File: config.mk
export PLATFORM = sky130hd
export DESIGN_NAME = ciold_top
export DESIGN_NICKNAME = d
export VERILOG_FILES = /design/src/hw/ciold_pkg.sv /design/src/hw/ciold_top.sv
export SDC_FILE = /design/constraint.sdc
export NUM_CORES = 1
export LEC_CHECK = 0
export BUFFER_PORTS_ARGS = -buffer_cell sky130_fd_sc_hd__buf_2
export CELL_PAD_IN_SITES_DETAIL_PLACEMENT = 0
export CELL_PAD_IN_SITES_GLOBAL_PLACEMENT = 1
export CORE_MARGIN = 8
export CORE_UTILIZATION = 35
export CTS_BUF_LIST = sky130_fd_sc_hd__clkbuf_4
export DETAILED_ROUTE_END_ITERATION = 10
export GPL_ROUTABILITY_DRIVEN = 0
export HOLD_SLACK_MARGIN = 0.1
export PLACE_DENSITY = 0.69
export SYNTH_ARGS = -nofsm -noshare
export SYNTH_HDL_FRONTEND = slang
export SYNTH_SLANG_ARGS = --single-unit
File: constraint.sdc
create_clock -name clk_sys -period 2.1 [get_ports clk_sys]
set_input_delay 0 -clock clk_sys [delete_from_list [all_inputs] [get_ports clk_sys]]
set_output_delay 0 -clock clk_sys [all_outputs]
set_load 0.02 [all_outputs]
File: src/hw/ciold_pkg.sv
// Package: constants and types for the I/O lock and decode block
package ciold_pkg;

  // ****************************************
  // Address map
  // ****************************************
  localparam logic [15:0] KEY_ADDR = 16'h8400;
  localparam logic [15:0] MAPBASE_ADDR = 16'h8401;
  localparam logic [15:0] PERIPH_EN_ADDR = 16'h8402;
  localparam logic [15:0] SRAM_PAGE_ADDR = 16'h8403;
  localparam logic [15:0] CTRL_SPACE_LO = 16'h8400;
  localparam logic [15:0] CTRL_SPACE_HI = 16'h845F;
  localparam logic [9:0] LOW_RANGE_MASK = 10'h3FF;
  localparam logic [7:0] UNLOCK_VALUE = 8'h44;
  localparam logic [7:0] KEY_READ_LOCKED = 8'h00;
  localparam logic [7:0] KEY_READ_OPEN = 8'h01;
  localparam logic [7:0] RESET_BYTE = 8'h00;
  localparam logic [7:0] SRAM_PAGE_MASK = 8'h7F;
  localparam logic [7:0] PERIPH_EN_MASK = 8'h3F;

  // ****************************************
  // Low range devices
  // ****************************************
  localparam logic [9:0] DMA_LO = 10'h000;
  localparam logic [9:0] DMA_HI = 10'h00F;
  localparam logic [9:0] INTC_LO = 10'h020;
  localparam logic [9:0] INTC_HI = 10'h02F;
  localparam logic [9:0] TIMER_LO = 10'h040;
  localparam logic [9:0] TIMER_HI = 10'h043;
  localparam logic [9:0] PORTS_LO = 10'h060;
  localparam logic [9:0] PORTS_HI = 10'h062;
  localparam logic [9:0] DMAPG_LO = 10'h081;
  localparam logic [9:0] DMAPG_HI = 10'h083;
  localparam logic [9:0] NMI_MASK_ADDR = 10'h0A0;
  localparam logic [9:0] PRN_PRI_LO = 10'h378;
  localparam logic [9:0] PRN_SEC_LO = 10'h278;
  localparam logic [9:0] PRN_MONO_LO = 10'h38C;
  localparam logic [9:0] SER_PRI_LO = 10'h3F8;
  localparam logic [9:0] SER_SEC_LO = 10'h2F8;

  // ****************************************
  // Field layouts
  // ****************************************
  localparam int PRN_FIELD_LSB = 0;
  localparam int SER_FIELD_LSB = 2;
  localparam int VID_FIELD_LSB = 4;
  localparam int NMI_EN_BIT = 7;

  typedef enum logic [1:0] {
    CIOLD_VID_OFF = 2'b00,
    CIOLD_VID_MONO = 2'b01,
    CIOLD_VID_COLOUR = 2'b10,
    CIOLD_VID_ALT = 2'b11
  } ciold_video_t;

  // One-hot chip selects for low range devices
  typedef struct packed {
    logic dma;
    logic intc;
    logic timer;
    logic ports;
    logic dmaPage;
    logic nmiMask;
    logic printer;
    logic serial;
    logic mapPage;
    logic mapData;
  } ciold_sel_t;

  // Control outputs from the register bank
  typedef struct packed {
    logic [7:0] mapperBase;
    logic [1:0] printerMode;
    logic [1:0] serialMode;
    ciold_video_t videoMode;
    logic [6:0] sramPage;
    logic nmiEnable;
    logic unlocked;
  } ciold_ctrl_t;

endpackage : ciold_pkg

File: src/hw/ciold_top.sv
// Module: I/O address decode and key-locked control register bank
`timescale 1ns/10ps
`default_nettype none
// ****************************************
// What this block does
// Writing unlock value opens control space
// Any other key write locks again
// Key reads zero while locked
// Key reads one while unlocked
// Addresses above ten bits alias low
// Key address fully decoded, never aliased
// Unlocked: low peripherals stop aliasing into control space
// Control registers answer only when unlocked
// Internal hits stay off expansion bus; NMI mask accesses still go out on it
// Mapper base compares address bits 9:2
// Base plus zero, one share page select
// Base plus two, three carry map bytes
// Enable bits 1:0 place printer port
// Enable bits 3:2 place serial controller
// Enable bits 5:4 select video controller
// Enable upper bits read as zero
// SRAM page uses seven low bits
// Low range decodes fixed system devices
// Software avoids partially decoded gaps
// Software picks non-colliding mapper base
// Reset leaves control space locked
// ****************************************
module ciold_top (
  // Clock and reset
  input wire logic clk_sys,
  input wire logic rst_b,
  // Processor I/O bus
  input wire logic ioStrobe,
  input wire logic ioWrite,
  input wire logic [15:0] ioAddr,
  input wire logic [7:0] ioWrData,
  // Register read answer
  output logic [7:0] ioRdData,
  output logic ioRdValid,
  // Decode results
  output ciold_pkg::ciold_sel_t devSel,
  output logic expBusCycle,
  output logic [5:0] pageSelect,
  output logic [7:0] mapAddrLow,
  output logic [7:0] mapAddrHigh,
  // Control state
  output ciold_pkg::ciold_ctrl_t ctrl
);
  import ciold_pkg::*;

  // ****************************************
  // Address decode
  // ****************************************
  function automatic logic inRange(input logic [9:0] a,
                                   input logic [9:0] lo,
                                   input logic [9:0] hi);
    inRange = (a >= lo) && (a <= hi);
  endfunction : inRange

  logic unlockedQ;
  logic [7:0] mapperBaseQ;
  logic [7:0] periphEnQ;
  logic [7:0] sramPageQ;
  logic nmiEnQ;
  logic [5:0] pageSelQ;
  logic [7:0] mapLowQ;
  logic [7:0] mapHighQ;

  wire logic [9:0] lowAddr = ioAddr[9:0];
  wire logic inCtrlSpace = (ioAddr >= CTRL_SPACE_LO) &&
                           (ioAddr <= CTRL_SPACE_HI);
  // Unlocked: control window no longer folds onto low devices
  wire logic lowVisible = ~(unlockedQ && inCtrlSpace);
  wire logic keyHit = ioStrobe && (ioAddr == KEY_ADDR);
  wire logic ctrlOpen = ioStrobe && unlockedQ;
  wire logic baseHit = ctrlOpen && (ioAddr == MAPBASE_ADDR);
  wire logic enHit = ctrlOpen && (ioAddr == PERIPH_EN_ADDR);
  wire logic sramHit = ctrlOpen && (ioAddr == SRAM_PAGE_ADDR);
  wire logic lowCycle = ioStrobe && lowVisible && (ioAddr != KEY_ADDR);

  wire logic [1:0] prnMode = periphEnQ[PRN_FIELD_LSB +: 2];
  wire logic [1:0] serMode = periphEnQ[SER_FIELD_LSB +: 2];
  wire logic selDma = lowCycle && inRange(lowAddr, DMA_LO, DMA_HI);
  wire logic selIntc = lowCycle && inRange(lowAddr, INTC_LO, INTC_HI);
  wire logic selTimer = lowCycle && inRange(lowAddr, TIMER_LO, TIMER_HI);
  wire logic selPorts = lowCycle && inRange(lowAddr, PORTS_LO, PORTS_HI);
  wire logic selDmaPg = lowCycle && inRange(lowAddr, DMAPG_LO, DMAPG_HI);
  wire logic selNmi = lowCycle && (lowAddr == NMI_MASK_ADDR);
  // Printer window sizes differ: eight ports or four in mono slot
  wire logic prnPri = inRange(lowAddr, PRN_PRI_LO, PRN_PRI_LO + 10'h007);
  wire logic prnSec = inRange(lowAddr, PRN_SEC_LO, PRN_SEC_LO + 10'h007);
  wire logic prnMono = inRange(lowAddr, PRN_MONO_LO,
                               PRN_MONO_LO + 10'h003);
  wire logic selPrn = lowCycle && ((prnMode == 2'b01 && prnPri) ||
                                   (prnMode == 2'b10 && prnSec) ||
                                   (prnMode == 2'b11 && prnMono));
  wire logic serPri = inRange(lowAddr, SER_PRI_LO, SER_PRI_LO + 10'h007);
  wire logic serSec = inRange(lowAddr, SER_SEC_LO, SER_SEC_LO + 10'h007);
  wire logic selSer = lowCycle && ((serMode == 2'b01 && serPri) ||
                                   (serMode == 2'b10 && serSec));
  // Mapper ports: four ports at base, base word on A9..A2
  wire logic mapHit = lowCycle && (lowAddr[9:2] == mapperBaseQ);
  wire logic selMapPage = mapHit && !lowAddr[1];
  wire logic selMapData = mapHit && lowAddr[1];
  wire logic internalHit = selDma | selIntc | selTimer | selPorts |
                           selDmaPg | selPrn | selSer | selMapPage |
                           selMapData | keyHit | (ctrlOpen && inCtrlSpace);
  // NMI mask writes are also mirrored onto the expansion bus
  wire logic expNext = ioStrobe &&
                       (!internalHit || (selNmi && ioWrite));
  wire ciold_sel_t selNext = '{dma: selDma, intc: selIntc,
                               timer: selTimer, ports: selPorts,
                               dmaPage: selDmaPg, nmiMask: selNmi,
                               printer: selPrn, serial: selSer,
                               mapPage: selMapPage, mapData: selMapData};

  // ****************************************
  // Read data
  // ****************************************
  wire logic [7:0] keyRead = unlockedQ ? KEY_READ_OPEN
                                       : KEY_READ_LOCKED;
  wire logic [7:0] mapRead = !lowAddr[0] ? mapLowQ : mapHighQ;
  wire logic [7:0] rdNext =
    keyHit ? keyRead :
    baseHit ? mapperBaseQ :
    enHit ? (periphEnQ & PERIPH_EN_MASK) :
    sramHit ? (sramPageQ & SRAM_PAGE_MASK) :
    selMapPage ? {2'b00, pageSelQ} :
    selMapData ? mapRead : RESET_BYTE;
  wire logic rdHit = !ioWrite && (keyHit | baseHit | enHit | sramHit |
                                  selMapPage | selMapData);

  // ****************************************
  // Register writes
  // ****************************************
  wire logic wr = ioWrite;
  wire logic unlockedD = (keyHit && wr) ? (ioWrData == UNLOCK_VALUE)
                                        : unlockedQ;

  always_ff @(posedge clk_sys or negedge rst_b) begin
    if (!rst_b) begin
      unlockedQ <= 1'b0;
      mapperBaseQ <= RESET_BYTE;
      periphEnQ <= RESET_BYTE;
      sramPageQ <= RESET_BYTE;
      nmiEnQ <= 1'b0;
      pageSelQ <= 6'h00;
      mapLowQ <= RESET_BYTE;
      mapHighQ <= RESET_BYTE;
    end else begin
      unlockedQ <= unlockedD;
      if (baseHit && wr) mapperBaseQ <= ioWrData;
      if (enHit && wr) periphEnQ <= ioWrData & PERIPH_EN_MASK;
      if (sramHit && wr) sramPageQ <= ioWrData & SRAM_PAGE_MASK;
      if (selNmi && wr) nmiEnQ <= ioWrData[NMI_EN_BIT];
      if (selMapPage && wr) pageSelQ <= ioWrData[5:0];
      if (selMapData && wr && !lowAddr[0]) mapLowQ <= ioWrData;
      if (selMapData && wr && lowAddr[0]) mapHighQ <= ioWrData;
    end
  end

  // ****************************************
  // Registered outputs
  // ****************************************
  always_ff @(posedge clk_sys or negedge rst_b) begin
    if (!rst_b) begin
      ioRdData <= RESET_BYTE;
      ioRdValid <= 1'b0;
      devSel <= '0;
      expBusCycle <= 1'b0;
      ctrl <= '0;
    end else begin
      ioRdData <= rdHit ? rdNext : RESET_BYTE;
      ioRdValid <= ioStrobe && rdHit;
      devSel <= selNext;
      expBusCycle <= expNext;
      ctrl <= '{mapperBase: mapperBaseQ,
                printerMode: prnMode,
                serialMode: serMode,
                videoMode: ciold_video_t'(periphEnQ[VID_FIELD_LSB +: 2]),
                sramPage: sramPageQ[6:0],
                nmiEnable: nmiEnQ,
                unlocked: unlockedQ};
    end
  end

  assign pageSelect = pageSelQ;
  assign mapAddrLow = mapLowQ;
  assign mapAddrHigh = mapHighQ;

endmodule : ciold_top
`default_nettype wire

# Word-level counts from Yosys, hierarchy flattened
# Index checks and enable logic that the tools add are counted.
dict set report totals {
  output_inout_bits 65
  ff_bits 88
}
dict set report classes {
  mux 9
  bitwise_logic 16
  reduce_logical 56
  n_lt_le_gt_ge 22
  n_eq_ne 13
}
# cell n
set op_table {}
lappend op_table {{$eq A16 B16 Y1 const B} 4}
lappend op_table {{$mux W8} 8}
lappend op_table {{$ge A10 B10 Y1 const B} 5}
lappend op_table {{$le A10 B10 Y1 const B} 5}
lappend op_table {{$logic_and A1 B1 Y1} 48}
lappend op_table {{$ge A10 B7 Y1 const B} 2}
lappend op_table {{$le A10 B7 Y1 const B} 2}
lappend op_table {{$ge A16 B16 Y1 const B} 1}
lappend op_table {{$le A16 B16 Y1 const B} 1}
lappend op_table {{$ne A16 B16 Y1 const B} 1}
lappend op_table {{$or A1 B1 Y1} 15}
lappend op_table {{$eq A10 B8 Y1 const B} 1}
lappend op_table {{$ge A10 B1 Y1 const B} 1}
lappend op_table {{$ge A10 B6 Y1 const B} 1}
lappend op_table {{$ge A10 B8 Y1 const B} 1}
lappend op_table {{$le A10 B4 Y1 const B} 1}
lappend op_table {{$le A10 B6 Y1 const B} 1}
lappend op_table {{$le A10 B8 Y1 const B} 1}
lappend op_table {{$eq A8 B7 Y1 const B} 1}
lappend op_table {{$eq A8 B8 Y1} 1}
lappend op_table {{$eq A2 B2 Y1 const B} 3}
lappend op_table {{$eq A2 B1 Y1 const B} 2}
lappend op_table {{$logic_not A1 Y1} 4}
lappend op_table {{$logic_or A1 B1 Y1} 4}
lappend op_table {{2 further kinds} 2}

# Longest topological paths before layout
dict set report depth {
  ltp_word 20
  depth_mapped 7
  mapped_depth_nobuf 5
}

# Worst setup path before layout
# OpenSTA, ideal clock, no wires.
dict set report synth_path {
  kind {register to register}
  from {register mapperBaseQ[5]}
  to {register mapHighQ[0] (netlist: mapAddrHigh[0])}
  setup_ns 0.125
  t_required_ns 1.975
  period_less_slack_ns 2.074
  setup_slack_ns 0.026
  t_arrival_ns 1.949
  stages_incl_launch_ff 6
  cell_sequence {dfrtp_1 -> xor2_1 -> nor4_2 -> nand2_1 -> nor4_4 -> mux2_2}
}
dict set report synth_between {
  elab_chain_len 5
}
# item line
set synth_lines {}
lappend synth_lines {{start, declared} ciold_top.sv:61} ;# logic [7:0] mapperBaseQ;
lappend synth_lines {{start signal, assigned} ciold_top.sv:152} ;# if (baseHit && wr) mapperBaseQ <= ioWrData;
lappend synth_lines {{$eq A8 B8 Y1} ciold_top.sv:102} ;# wire logic mapHit = lowCycle && (lowAddr[9:2] == mapperBaseQ);
lappend synth_lines {{$logic_and A1 B1 Y1} ciold_top.sv:102}
lappend synth_lines {{$logic_and A1 B1 Y1} ciold_top.sv:104} ;# wire logic selMapData = mapHit && lowAddr[1];
lappend synth_lines {{$logic_and A1 B1 Y1 (2 in a row)} ciold_top.sv:158} ;# if (selMapData && wr && lowAddr[0]) mapHighQ <= ioWrData;
lappend synth_lines {{end signal, assigned} ciold_top.sv:158}
lappend synth_lines {{end, declared} ciold_top.sv:67} ;# logic [7:0] mapHighQ;
# Every way passes these cells.
# A chain may end at the register's enable or synchronous reset.

# Final worst setup path
dict set report layout_path {
  from {input port ioAddr[2]}
  to {register sramPageQ[6]}
}
dict set report layout_between {
  elab_chain_len 3
}
# item line
set layout_lines {}
lappend layout_lines {{start, declared} ciold_top.sv:35} ;# input wire logic [15:0] ioAddr,
lappend layout_lines {{$eq A16 B16 Y1} ciold_top.sv:78} ;# wire logic sramHit = ctrlOpen && (ioAddr == SRAM_PAGE_ADDR);
lappend layout_lines {{$logic_and A1 B1 Y1} ciold_top.sv:78}
lappend layout_lines {{$logic_and A1 B1 Y1} ciold_top.sv:154} ;# if (sramHit && wr) sramPageQ <= ioWrData & SRAM_PAGE_MASK;
lappend layout_lines {{end signal, assigned} ciold_top.sv:154}
lappend layout_lines {{end, declared} ciold_top.sv:63} ;# logic [7:0] sramPageQ;
# Every way passes these cells.

==> flow_summary.toml <==
[outcome]
status = "finished clean"

[detailed_routing]
wirelength_microns = 11700
vias_per_cell = 5.10
vias = 3120
drt_pass1_iterations = 5
detail-route-antenna-nets = 0
drt_iter0_markers = 171
drc = 0
wl_per_cell_microns = 19.1

[floorplanning]
core_sq_um = 11200
fp-row-count = 39
die-area_sq_um = 15000
die_w_microns = 123
dieHeight_microns = 123
ios = 93
start_util_pct = 35.4

[finish]
drive_gt1_share_pct = 43.7
nets = 492
layout_common_cells = "buf_2 (91), dfrtp_1 (88), mux2_2 (45)"
diodes = 0
final_common_cell = "buf_2"
syn2layout_area_growth_pct = 32.8

[timing]
setup_viol = 0
worst_pin_slew_ns = 0.633
hold_viol = 0
fin_hold_ws_ns = 0.174
setup-tns-final_ns = 0
maxSlewViolCount = 0
period_minus_slack_ns = 2.10
fmax_ghz = 0.477
slew_headroom_pct = 57.3
layout_worst_path_cycle_share_pct = 99.8
fin_skew_ns = 0.0283

[place]
dp_hpwl_microns = 8510
port_buffers = 92

[worst_setup_path]
cp_cell_sequence = "dlygate4sd3_1, buf_2, or4b_1, nor4_4, and2_4, buf_12, nand4_4, mux2_4"
arrival_ns = 2.42
cp_max_fo = 8
crit_type = "in2reg"
cp_slowest_cell = "or4b_1"
crit_required_ns = 2.43
path_buf_inv = 3
critPathCaptureType = "flop"
cp_top_family = "simple AND/OR/NAND/NOR gates"
slowest_delay_ns = 0.58
r2r_slack_ns = 0.03
critPathLaunchType = "input port"

[job]
cap_violations = 0

[grt]
grt_pass1_wl_microns = 18200
grt_usage_pct = 16.0
grt_pass1_vias = 3276
overflow = 0
antenna_found_initial = 0
grt_start_max_net_pins = 54

[cts]
cts_sinks = 88
path_clk_slew_ns = 0.14
cts_tree = "yes"
clk_latency_ns = 0.43
cts_root_buffer = "clkbuf_4"
cts_made_buffers = 9
cts.path.max_buffers = 2
htreeDepth = 3

[logic_synthesis]
yosysTopAreaCellShare_pct = 55.5
syn-cell-area_sq_um = 3970
synth.distinct_cells = 52
synth-edff-count = 0
yosysTopAreaCell = "dfrtp_1"
synth_area_per_cell_sq_um = 12.6
synthesis.instances = 314
ys_async_sr_fraction_pct = 100
synth_flop_cell = "dfrtp_1"
ys.warnings.count = 0
synth_seq_area_share_pct = 55.5
syn_nets = 342
yosys_register_bits = 88
synthTopCellsByArea = "dfrtp_1 (55%), mux2_2 (13%), mux2i_1 (3.0%)"

[power_and_ir_drop]
peakVddDrop_mv = 0.306
p_per_area_nw_per_um2 = 560
p_leak_nw = 2.76

[min_path]
hold_class = "in2reg"
[state kept, by name, indices dropped and copies added, names as in the netlist]
name	count
unlockedQ	1
mapAddrHigh	8
expBusCycle	1
ioRdData	8
devSel	10
sramPageQ	7
ioRdValid	1
mapperBaseQ	8
ctrl	23
periphEnQ	6
mapAddrLow	8
pageSelect	6
nmiEnQ	1
[area by class of cell]
class,count,area [sq um]
fill,1054,5950
sequential,88,2200
multi-input combinational,207,1690
timing repair buffer,153,1050
tap,143,179
clock inverter,7,70.1
clock buffer,9,67.6
inverter,5,18.8
[tightest hold or removal path, stage by stage]
cell	delay [ns]
buf_2	0.08
or4b_4	0.15
nor4_4	0.07
o211ai_1	0.08
o31ai_1	0.07
o211a_1	0.12
[power by group]
group | leakage (nW) | switching (W) | total (W) | internal (W)
clock network | 0.0781 | 0.000584 | 0.000950 | 0.000366
registers | 1.23 | 0.00000580 | 0.00171 | 0.00170
logic | 1.45 | 0.000181 | 0.000296 | 0.000116
total | 2.76 | 0.000770 | 0.00296 | 0.00218
[cell usage after synthesis (2+ instances only)]
| master | n |
|---|---|
| o21ai_0 | 6 |
| clkbuf_1 | 5 |
| mux2i_1 | 12 |
| or4b_2 | 2 |
| buf_2 | 6 |
| nor4_4 | 4 |
| dfrtp_1 | 88 |
| xor2_1 | 8 |
| mux2_2 | 45 |
| nand4b_1 | 4 |
| inv_1 | 5 |
| nand3_1 | 11 |
| nor4_2 | 3 |
| nand2_1 | 18 |
| and2_1 | 4 |
| nand2b_1 | 4 |
| o21a_1 | 5 |
| or4b_4 | 2 |
| nor3_1 | 7 |
| nor4b_1 | 3 |
| or3_1 | 2 |
| nor2_1 | 18 |
| buf_6 | 2 |
| a2111oi_0 | 4 |
| and3_1 | 3 |
| a31oi_1 | 2 |
| nand4_1 | 4 |
| a21oi_1 | 10 |
| a21o_1 | 2 |
| nor4_1 | 2 |
| or2_2 | 2 |
[timing repair]
item,4_1_cts,5_1_grt
resized for setup,1,5
hold endpoints to repair,151,0
buffers inserted,0,1
hold buffers,30,0
pin swaps,0,3
endpoints found under the setup margin,16,21
[path summary, 6_finish.rpt]
check | start | endpoint | cells past startpoint
max in group asynchronous | rst_b | mapAddrHigh[3] | 4
worst min-delay path | ioAddr[12] | ioRdData[1] | 6
min in group asynchronous | rst_b | devSel[6] | 4
worst min register to register | nmiEnQ | ctrl[1] | 0
worst max-delay path | ioAddr[2] | sramPageQ[6] | 8
worst max register to register | mapperBaseQ[1] | ioRdData[5] | 6
[layer usage]
layer / vias to the layer above / share of wire [%] / track usage (%)
li1: 1445 / - / -
met1: 1549 / 45 / 21.6
met2: 111 / 47 / 24.7
met3: 15 / 6.6 / 4.65
met4: 0 / 1.5 / 4.27
met5: - / 0 / 0
[cells by family (layout without fill, tap and decap cells)]
family	after synthesis	after routing	synth area share, %
AND/OR/NAND/NOR	101	101	17.4
flip-flops	88	88	55.5
multiplexers	58	58	16.2
AO/OA/AOI/OAI	40	40	6.84
buffers and inverters	19	174	2.36
XOR/XNOR	8	8	1.76
[per-stage QoR]
step,utilization [%],power [W],instances,instance area (sq um),setup WS [ns]
finish,47.0,0.00296,612,5280,0.00373
global route,47.0,0.00310,612,5280,-0.0581
CTS,46.8,0.00299,611,5250,0.0201
detailed placement,42.8,0.00200,565,4800,0.0119
global placement,42.8,0.00199,565,4800,0.0329
floorplan,-,0.00186,314,3970,0.0262
No activity file was read; power rests on OpenSTA's default activity.
